===== src/shared/blexec_pkg.sv =====
// package: opcodes, field layout, timing and carrier types for the exec block
package blexec_pkg;
    // ************************************************************
    // instruction word layout
    // ************************************************************
    localparam int INSTR_W = 14;
    localparam int DATA_W = 8;
    localparam int PC_W = 13;
    localparam int FADDR_W = 7;
    localparam int LIT8_W = 8;
    localparam int LIT11_W = 11;
    localparam int DEST_BIT = 7;
    localparam int BRANCH_TOP_W = 3;
    localparam int PCL_LO = 3;
    localparam int PCL_HI = 4;
    localparam int NIB_W = 4;
    // ************************************************************
    // opcode encodings
    // ************************************************************
    localparam logic [5:0] OP_DEC_SKIP = 6'h0B;
    localparam logic [5:0] OP_INC_SKIP = 6'h0F;
    localparam logic [5:0] OP_INC_FILE = 6'h0A;
    localparam logic [5:0] OP_OR_FILE = 6'h04;
    localparam logic [5:0] OP_XOR_FILE = 6'h06;
    localparam logic [5:0] OP_SWAP = 6'h0E;
    localparam logic [5:0] OP_OR_LIT = 6'h38;
    localparam logic [5:0] OP_XOR_LIT = 6'h3A;
    localparam logic [2:0] OP_BRANCH = 3'h5;
    localparam logic [13:0] NOP_WORD = 14'h0000;
    // ************************************************************
    // timing: four clocks per instruction cycle
    // ************************************************************
    localparam int PHASES = 4;
    localparam logic [1:0] PHASE_LAST = 2'h3;
    localparam logic [7:0] ONE8 = 8'h01;
    localparam logic [7:0] ZERO8 = 8'h00;
    localparam logic [12:0] PC_RESET = 13'h0000;

    typedef enum logic [3:0] {
        BLEX_NONE = 4'h0,
        BLEX_DEC_SKIP = 4'h1,
        BLEX_INC_SKIP = 4'h2,
        BLEX_INC_FILE = 4'h3,
        BLEX_OR_FILE = 4'h4,
        BLEX_XOR_FILE = 4'h5,
        BLEX_SWAP = 4'h6,
        BLEX_OR_LIT = 4'h7,
        BLEX_XOR_LIT = 4'h8,
        BLEX_BRANCH = 4'h9
    } blex_op_t;

    typedef enum logic [1:0] {
        BLEX_ST_EXEC = 2'h0,
        BLEX_ST_FLUSH = 2'h1
    } blex_state_t;

    // file register write request
    typedef struct packed {
        logic we;
        logic [6:0] addr;
        logic [7:0] data;
    } blex_fwr_t;
endpackage


===== src/rtl/blexec_decode.sv =====
// decoder: turns a 14-bit instruction word into an operation code
`timescale 1ns/1ps
module blexec_decode (
    // instruction in
    input wire logic [13:0] instr,
    // decoded operation
    output blexec_pkg::blex_op_t op
);
    // ************************************************************
    // opcode match
    // ************************************************************
    // literal ops ignore bit 8, so compare only the top five bits
    always_comb begin
        op = blexec_pkg::BLEX_NONE;
        if (instr[13:11] == blexec_pkg::OP_BRANCH) begin
            op = blexec_pkg::BLEX_BRANCH;
        end else if (instr[13:9] == blexec_pkg::OP_OR_LIT[5:1]) begin
            op = blexec_pkg::BLEX_OR_LIT;
        end else if (instr[13:9] == blexec_pkg::OP_XOR_LIT[5:1]) begin
            op = blexec_pkg::BLEX_XOR_LIT;
        end else begin
            case (instr[13:8])
                blexec_pkg::OP_DEC_SKIP: op = blexec_pkg::BLEX_DEC_SKIP;
                blexec_pkg::OP_INC_SKIP: op = blexec_pkg::BLEX_INC_SKIP;
                blexec_pkg::OP_INC_FILE: op = blexec_pkg::BLEX_INC_FILE;
                blexec_pkg::OP_OR_FILE: op = blexec_pkg::BLEX_OR_FILE;
                blexec_pkg::OP_XOR_FILE: op = blexec_pkg::BLEX_XOR_FILE;
                blexec_pkg::OP_SWAP: op = blexec_pkg::BLEX_SWAP;
                default: op = blexec_pkg::BLEX_NONE;
            endcase
        end
    end
endmodule


===== src/rtl/blexec_core.sv =====
// execution datapath for byte, literal and branch instructions
`timescale 1ns/1ps
// Overview of operation
// - decrement-skip subtracts one, stores per destination bit, flags kept
// - zero decrement result turns next instruction into no_operation
// - increment-skip adds one, stores per destination, zero skips next
// - increment_file adds one, stores per destination, updates zero flag
// - branch loads 11-bit literal into pc low, latch bits 4:3 on top
// - branch takes two instruction cycles and leaves flags untouched
// - or_literal_acc ORs literal into accumulator, updates zero flag
// - or_acc_file ORs accumulator with file, stores per destination, zero
// - nibble_swap exchanges file nibbles, stores per destination, no flags
// - xor_acc_file XORs accumulator with file, per destination, zero flag
// - xor_literal_acc XORs accumulator with literal into accumulator, zero
// - every instruction is a 14-bit word of opcode plus operand fields
// - one instruction cycle spans four clocks
module blexec_core (
    // clock and reset
    input wire logic clk,
    input wire logic rst,
    // instruction and operands
    input wire logic [13:0] instr,
    input wire logic [7:0] file_rdata,
    input wire logic [7:0] pc_high_latch,
    // file register access
    output logic [6:0] file_raddr,
    output blexec_pkg::blex_fwr_t file_wr,
    // architectural state
    output logic [7:0] acc,
    output logic zero_flag,
    output logic [12:0] pc,
    // cycle marks
    output logic cycle_end,
    output logic flushing
);
    typedef struct packed {
        logic [1:0] phase;
        blexec_pkg::blex_state_t state;
        logic [7:0] acc;
        logic zero;
        logic [12:0] pc;
        blexec_pkg::blex_fwr_t fwr;
    } blex_core_t;

    blex_core_t s_reg;
    blex_core_t s_next;
    blexec_pkg::blex_op_t op;
    logic [13:0] eff_instr;
    logic [1:0] pcl_bits;

    // ************************************************************
    // helpers
    // ************************************************************
    function automatic logic is_zero(input logic [7:0] v);
        is_zero = (v == blexec_pkg::ZERO8);
    endfunction

    // a flushed slot executes as an all-zero word, which decodes to nothing
    assign eff_instr = (s_reg.state == blexec_pkg::BLEX_ST_FLUSH) ?
        blexec_pkg::NOP_WORD : instr;

    blexec_decode u_decode (
        .instr(eff_instr),
        .op(op)
    );

    assign file_raddr = instr[blexec_pkg::FADDR_W-1:0];
    assign pcl_bits = pc_high_latch[blexec_pkg::PCL_HI:blexec_pkg::PCL_LO];
    assign cycle_end = (s_reg.phase == blexec_pkg::PHASE_LAST);
    assign flushing = (s_reg.state == blexec_pkg::BLEX_ST_FLUSH);
    assign acc = s_reg.acc;
    assign zero_flag = s_reg.zero;
    assign pc = s_reg.pc;
    assign file_wr = s_reg.fwr;

    // ************************************************************
    // next-state: results commit on the last phase only
    // ************************************************************
    always_comb begin
        logic [7:0] res;
        logic [7:0] lit;
        logic dest;
        logic wr_res;
        logic upd_z;
        logic skip;
        res = blexec_pkg::ZERO8;
        lit = instr[blexec_pkg::LIT8_W-1:0];
        dest = instr[blexec_pkg::DEST_BIT];
        wr_res = 1'b0;
        upd_z = 1'b0;
        skip = 1'b0;
        s_next = s_reg;
        s_next.fwr.we = 1'b0;
        s_next.phase = s_reg.phase + 2'h1;
        if (s_reg.phase == blexec_pkg::PHASE_LAST) begin
            s_next.state = blexec_pkg::BLEX_ST_EXEC;
            s_next.pc = s_reg.pc + 13'h0001;
            case (op)
                blexec_pkg::BLEX_DEC_SKIP: begin
                    res = file_rdata - blexec_pkg::ONE8;
                    wr_res = 1'b1;
                    skip = is_zero(res);
                end
                blexec_pkg::BLEX_INC_SKIP: begin
                    res = file_rdata + blexec_pkg::ONE8;
                    wr_res = 1'b1;
                    skip = is_zero(res);
                end
                blexec_pkg::BLEX_INC_FILE: begin
                    res = file_rdata + blexec_pkg::ONE8;
                    wr_res = 1'b1;
                    upd_z = 1'b1;
                end
                blexec_pkg::BLEX_OR_FILE: begin
                    res = s_reg.acc | file_rdata;
                    wr_res = 1'b1;
                    upd_z = 1'b1;
                end
                blexec_pkg::BLEX_XOR_FILE: begin
                    res = s_reg.acc ^ file_rdata;
                    wr_res = 1'b1;
                    upd_z = 1'b1;
                end
                blexec_pkg::BLEX_SWAP: begin
                    res = {file_rdata[blexec_pkg::NIB_W-1:0],
                        file_rdata[blexec_pkg::DATA_W-1:blexec_pkg::NIB_W]};
                    wr_res = 1'b1;
                end
                blexec_pkg::BLEX_OR_LIT: begin
                    res = s_reg.acc | lit;
                    s_next.acc = res;
                    upd_z = 1'b1;
                end
                blexec_pkg::BLEX_XOR_LIT: begin
                    res = s_reg.acc ^ lit;
                    s_next.acc = res;
                    upd_z = 1'b1;
                end
                blexec_pkg::BLEX_BRANCH: begin
                    // second cycle is a flush slot, flags untouched
                    s_next.pc = {pcl_bits,
                        instr[blexec_pkg::LIT11_W-1:0]};
                    skip = 1'b1;
                end
                default: begin
                    res = blexec_pkg::ZERO8;
                end
            endcase
            // destination select for byte ops
            if (wr_res && !dest) begin
                s_next.acc = res;
            end
            if (wr_res && dest) begin
                s_next.fwr.we = 1'b1;
                s_next.fwr.addr = instr[blexec_pkg::FADDR_W-1:0];
                s_next.fwr.data = res;
            end
            if (upd_z) begin
                s_next.zero = is_zero(res);
            end
            if (skip) begin
                s_next.state = blexec_pkg::BLEX_ST_FLUSH;
            end
        end
    end

    // ************************************************************
    // state register
    // ************************************************************
    always_ff @(posedge clk) begin
        if (rst) begin
            s_reg <= '0;
            s_reg.pc <= blexec_pkg::PC_RESET;
        end else begin
            s_reg <= s_next;
        end
    end
endmodule


===== config.mk =====
export PLATFORM = sky130hd
export DESIGN_NAME = blexec_core
export DESIGN_NICKNAME = d
export VERILOG_FILES = /design/src/shared/blexec_pkg.sv /design/src/rtl/blexec_decode.sv /design/src/rtl/blexec_core.sv
export SDC_FILE = /design/constraint.sdc
export NUM_CORES = 1
export LEC_CHECK = 0
export BUFFER_PORTS_ARGS = -buffer_cell sky130_fd_sc_hd__buf_2
export CORE_ASPECT_RATIO = 1.2
export CORE_UTILIZATION = 55
export CTS_BUF_LIST = sky130_fd_sc_hd__clkbuf_16
export DETAILED_ROUTE_END_ITERATION = 10
export PLACE_DENSITY_LB_ADDON = 0.3
export SLEW_MARGIN = 20
export SYNTH_ARGS = -nofsm -noshare
export SYNTH_HDL_FRONTEND = slang
export SYNTH_SLANG_ARGS = --single-unit

===== constraint.sdc =====
create_clock -name clk -period 2.65 [get_ports clk]
set_input_delay 0.1325 -clock clk [delete_from_list [all_inputs] [get_ports clk]]
set_output_delay 0.1325 -clock clk [all_outputs]
set_load 0.01 [all_outputs]

==> impl_metrics.csv, run 1 <==
group,metric,value,unit
outcome,status,"finished clean",
setup_path,cp_top_family,"simple AND/OR/NAND/NOR gates",
cts,holdBufCountCts,0,
cts,clk_latency,280,ps
synth,synth_area,0.00346,mm^2
synth,ys_top_cells_by_count,"50 x nor2_1, 44 x buf_4, 43 x nand2_1",
finish,layout-drive-gt1-share,21.3,%
cts,postCtsResizedCells,0,
finish,largest_reg_flops,16,
setup_path,critPathLaunchType,"flip-flop",
finish,synthToLayoutAreaGrowth,7.09,%
setup_path,crit_required,2860,ps
power_and_ir_drop,ir_worst_vdd,235,uV
power_and_ir_drop,power_frac_comb,18.7,%
route,post_drt_wl_per_cell,15.3,um
floorplanning,io_pins,79,
power_and_ir_drop,p_sw,415,uW
grt,grt_overflow_total,0,
setup_path,startpoint,"s_reg[38]$_SDFFE_PP0P_",
finish,n_antenna_cell,0,
synth,synthesis.nets,522,
placement,io_buffers,72,
sta,fin_ws,191,ps
setup_path,cpMostUsedCell,"or3_4",
placement,dp_slack,177,ps
sta,fin_tns_setup,0,ps
floorplanning,die_y,88.9,um
sta,max_freq,407,MHz
route,drtIter0Drc,214,
setup_path,cp.buffers_inverters,0,
synth,synth.most_common_cell,"nor2_1",
placement,dp_hpwl,6730,um
synth,ys_ff_latch,41,
synth,async_reset_ff_share,0,%
setup_path,cp-end-kind,"flip-flop",
cts,post_cts_buffers,0,
route,wl,8730,um
finish,fillers,603,
placement,placed_cells,562,
synth,synth_edf_count,0,
synth,synth_top_area_share,23.7,%
worst_hold_path,hold_class,"in -> reg",
floorplanning,die_w,74.4,um
cts,clk_path_buf_depth,2,
synth,yosys.cell_types.count,61,
synth,synthCells,468,
synth,ys.flop_type,"dfxtp_1",
sta,clock_skew,3.33,ps
cts,cts_buffers,5,
synth,synth_top_area_cell,"dfxtp_1",
cts,cts_tree,"done",
setup_path,max_stage_delay,420,ps
placement,gp_congestion,0.953,
cts,path_clk_slew,60,ps
setup_path,crit_arrival,2670,ps
setup_path,critPathKind,"reg -> reg",
power_and_ir_drop,sw_frac_of_total,27.9,%
sta,min_period,2460,ps
floorplanning,die_area,0.00662,mm^2
grt,grt_pass1_wl,13400,um
cts,cts.sinks,41,
sta,rsz0062_at_grt,"false",
worst_hold_path,hold_start,"instr[3]",
route,vias,3290,
setup_path,cpMaxStageDelayCell,"or3_4",
sta,slew_headroom,46.2,%
sta,worst_slew_pin_slew,807,ps
setup_path,path_cells,"or3_4, or3_4, o32ai_1, nand2_1, or3b_1, or4_1, o21ai_1",
route,drt_first_pass_iters,4,
setup_path,rr_startpoint,"s_reg[38]$_SDFFE_PP0P_",
grt,first_global_vias,2763,
route,drtAntennaViolNets,0,
finish,finalNetCount,541,
power_and_ir_drop,p_clk_share,38.9,%
setup_path,cp_max_fo,7,
grt,antenna_found_initial,0,
route,vias_per_cell,5.77,
cts,cts-root-buf,"clkbuf_16",
power_and_ir_drop,leakage,0.00157,uW
power_and_ir_drop,p_seq_share,42.5,%
grt,grt_start_max_net_pins,43,
grt,globalRouteTotalUtil,26.3,%
power_and_ir_drop,p_per_area,401,mW/mm^2
sta,setup_viol,0,
cts,h-tree-depth,2,
route,drc,0,
power_and_ir_drop,internal-power,1070,uW
synth,ys.warnings.count,0,
run,max-cap-violations,0,
synth,synthTopCellsByArea,"dfxtp_1 24%, buf_4 9.5%, ha_1 8.0%",
floorplanning,core,0.00605,mm^2
sta,hold_viol,0,
sta,maxSlewViolCount,0,
synth,yosysSeqAreaShare,23.7,%
synth,syn_area_per_cell,7.39,um^2
sta,fin_crit_sh,92.8,%
finish,final-instance-count-excl-fill,570,
floorplanning,start_util,57.2,%
floorplanning,placementRows,31,
==> per-layer routing <==
metal	part of all wire, %	track usage, %
met1	46	35.7
met2	48	44.9
met3	4.7	2.37
met4	1.2	6.17
met5	0	0
==> worst min-delay path: cells and delay by family <==
| kind | cells | cell delay, ps |
|---|---|---|
| simple gates | 1 | 50 |
| buf+inv | 1 | 110 |
| compound gates | 1 | 50 |
==> power by group through the flow <==
stage	registers [uW]	logic [uW]	clock network (uW)
final	631	277	577
after global routing	632	308	614
after CTS	631	275	583
after detailed placement	645	274	0
after global placement	645	267	0
after floorplan	644	195	0
==> metrics by stage <==
step / util (%) / power [uW] / hold WS (ps) / cell area, um^2
global placement: 58.9 / 912 / 393 / 3560
global route: 61.2 / 1550 / 124 / 3710
floorplan: - / 839 / 268 / 3460
CTS: 61.2 / 1490 / 115 / 3700
finish: 61.2 / 1490 / 117 / 3710
detailed placement: 58.9 / 919 / 406 / 3560
==> final timing paths <==
kind	to	slack, ps	cells after the start
setup / recovery	zero_flag$_SDFFE_PP0P_	190	7
hold / removal	file_wr[11]$_SDFFE_PP0P_	120	3
setup reg to reg	zero_flag$_SDFFE_PP0P_	190	7
hold reg to reg	s_reg[40]$_SDFF_PP0_	420	1
==> cells by family after synthesis <==
logic type                 share of synthesized area (%)
xor gates and xnor gates                            2.53
DFF                                                 23.7
and+or+nand+nor                                     24.0
buffers and inverters                               15.8
muxes                                              0.289
adders and majority gates                           7.95
AOI/OAI and AO/OA                                   25.7
==> final cells by class <==
type	instances	area, um^2	share of cell area [%]
inverter	26	97.6	2.63
clock inverter	3	13.8	0.371
clock buffer	5	125	3.38
multi-input combinational	329	2100	56.5
sequential	41	821	22.1
timing repair buffer	84	450	12.2
tap	82	103	2.77
==> placed cells by master (no fill, tap or decap), types with 4 or more instances in the layout <==
| master | netlist | layout |
|---|---|---|
| a211oi_1 | 22 | 22 |
| a21oi_1 | 34 | 34 |
| a22oi_1 | 11 | 11 |
| and3_1 | 9 | 9 |
| buf_2 | 6 | 72 |
| buf_4 | 44 | 12 |
| clkbuf_16 | 0 | 5 |
| dfxtp_1 | 41 | 41 |
| ha_1 | 22 | 22 |
| inv_1 | 26 | 27 |
| nand2_1 | 43 | 43 |
| nand3_1 | 12 | 12 |
| nand3b_1 | 6 | 6 |
| nand4_1 | 4 | 4 |
| nor2_1 | 50 | 50 |
| nor3_1 | 8 | 8 |
| o21ai_0 | 28 | 28 |
| o22ai_1 | 9 | 9 |
| xnor2_1 | 8 | 8 |
Power figures use the tool's default switching activity.
==> run 2, diff against run 1 <==
--- a/config.mk
+++ b/config.mk
@@ -5,6 +5,7 @@
 export SDC_FILE = /design/constraint.sdc
 export NUM_CORES = 1
 export LEC_CHECK = 0
+export ABC_AREA = 1
 export BUFFER_PORTS_ARGS = -buffer_cell sky130_fd_sc_hd__buf_2
 export CORE_ASPECT_RATIO = 1.2
 export CORE_UTILIZATION = 55
==> run 2 against run 1 <==
Net effect:
- routed wire length barely moved
- sequential share of layout area fell by 0.44 points
- combinational power fell by 2%
- synthesized area rose by 2.5%
- sequential power rose by 1%
- critical endpoint unchanged
==> impl_metrics.csv, run 2 <==
group,metric,value,unit
setup_path,cp_max_fo,12,
placement,io_buffers,72,
sta,slew_headroom,54.4,%
cts,clk_latency,280,ps
finish,final-instance-count-excl-fill,621,
sta,clock_skew,3.99,ps
cts,clk_path_buf_depth,2,
grt,antenna_found_initial,0,
setup_path,cp-end-kind,"flip-flop",
synth,synth_edf_count,0,
grt,grt_start_max_net_pins,31,
grt,grt_pass1_wl,14200,um
cts,h-tree-depth,2,
grt,first_global_vias,3099,
grt,grt_overflow_total,0,
cts,cts_buffers,5,
synth,synth.most_common_cell,"nand2_1",
finish,final_area,0.00378,mm^2
sta,worst_slew_pin_slew,684,ps
placement,placed_cell_area,0.00362,mm^2
finish,final_common_cell,"nand2_1",
floorplanning,die_w,75.3,um
route,vias_per_cell,5.50,
setup_path,r2r_slack,510,ps
placement,gp_congestion,0.939,
sta,fin_tns_setup,0,ps
setup_path,critPathLaunchType,"flip-flop",
synth,yosysSeqAreaShare,23.1,%
power_and_ir_drop,ir_worst_vdd,320,uV
cts,holdBufCountCts,0,
sta,rsz0062_at_grt,"false",
finish,largest_reg_flops,16,
sta,maxSlewViolCount,0,
placement,dp_hpwl,6680,um
grt,globalRouteTotalUtil,26.4,%
worst_hold_path,hold_class,"in -> reg",
synth,ys.flop_type,"dfxtp_1",
cts,cts.sinks,41,
setup_path,crit_required,2810,ps
synth,synthTopCellsByArea,"dfxtp_1 23%, buf_4 9.3%, nand2_1 8.7%",
floorplanning,placementRows,31,
outcome,status,"finished clean",
synth,synth_top_area_share,23.1,%
floorplanning,die_area,0.00678,mm^2
setup_path,startpoint,"s_reg[38]$_SDFFE_PP0P_",
synth,syn_area_per_cell,6.86,um^2
power_and_ir_drop,p_per_area,420,mW/mm^2
finish,mostFrequentLayoutCells,"82 x nand2_1, 72 x buf_2, 54 x inv_1",
finish,finalNetCount,593,
route,drtIter0Drc,165,
synth,yosys.cell_types.count,41,
run,max-cap-violations,0,
floorplanning,io_pins,79,
route,drc,0,
synth,synth_area,0.00355,mm^2
sta,min_period,2140,ps
power_and_ir_drop,leakage,0.00189,uW
finish,layout-drive-gt1-share,21.9,%
synth,ys.warnings.count,0,
cts,path_clk_slew,60,ps
sta,hold_slack,122,ps
sta,hold_viol,0,
route,post_drt_wl_per_cell,14.1,um
synth,ys_ff_latch,41,
sta,max_freq,468,MHz
worst_hold_path,hold_start,"pc_high_latch[4]",
route,drtAntennaViolNets,0,
synth,synthesis.nets,571,
synth,synth_top_area_cell,"dfxtp_1",
synth,async_reset_ff_share,0,%
cts,cts_tree,"done",
route,drt_first_pass_iters,5,
floorplanning,core,0.00613,mm^2
placement,placed_cells,614,
synth,ys_top_cells_by_count,"82 x nand2_1, 54 x inv_1, 44 x buf_4",
finish,n_antenna_cell,0,
setup_path,crit_arrival,2300,ps
sta,setup_viol,0,
sta,fin_crit_sh,80.7,%
finish,synthToLayoutAreaGrowth,6.56,%
route,vias,3415,
setup_path,critPathKind,"reg -> reg",
floorplanning,start_util,57.9,%
synth,synthCells,517,
cts,postCtsResizedCells,0,
cts,cts-root-buf,"clkbuf_16",
setup_path,rr_startpoint,"s_reg[38]$_SDFFE_PP0P_",
floorplanning,die_y,90.0,um
cts,post_cts_buffers,0,
route,wl,8730,um
[run 2: per-layer routing]
metal | vias up | global-route usage (%) | part of all wire (%) | wire length [um]
met4 | 0 | 7.87 | 1.5 | 127
met1 | 1559 | 35.3 | 44 | 3820
met5 | - | 0 | 0 | 0
met2 | 129 | 44.0 | 49 | 4260
li1 | 1716 | - | - | -
met3 | 11 | 2.35 | 5.9 | 514
[run 2: final cells by class]
type                       count  area [um^2]
clock inverter                 2         35.0
inverter                      61          234
timing repair buffer          75          383
fill                         632         2350
clock buffer                   5          125
tap                           82          103
multi-input combinational    355         2080
sequential                    41          821
[run 2: kinds of logic (layout without fill, tap and decap cells)]
group,count (synthesis),in the layout,synth area share (%)
and+or+nand+nor,206,206,28.9
buffers and inverters,121,143,18.2
AOI/OAI and AO/OA,108,108,17.3
xor gates and xnor gates,19,19,4.69
adders and majority gates,22,22,7.76
DFF,41,41,23.1
[run 2: final timing paths]
path,end,cells after the start
setup / recovery,zero_flag$_SDFFE_PP0P_,13
hold / removal,pc[12]$_SDFFE_PP0P_,3
setup reg to reg,zero_flag$_SDFFE_PP0P_,13
hold reg to reg,s_reg[40]$_SDFF_PP0_,1
[run 2: where the power goes]
group          switching, uW  internal [uW]
combinational            180           90.7
clock                    239            437
sequential              11.7            629
total                    430           1160
[run 2: worst max-delay path, cell delays in order, from the launching register on]
cell      delay [ps]
dfxtp_1          370
inv_2            150
nand3_2          120
nor2_4           210
inv_2             70
nor2_2           390
nand2_1          130
o21ai_0           90
o21bai_1         140
nor2_1           100
nand2_1           80
nor2_1            50
nand2_1           80
a21oi_2           50
[run 2: per-stage QoR]
stage	worst slack (ps)	power [uW]	util, %
2_1_floorplan	895	849	-
3_3_place_gp	564	915	59.1
3_5_place_dp	535	919	59.1
4_1_cts	534	1590	61.7
5_1_grt	255	1650	61.7
6_report	512	1590	61.7
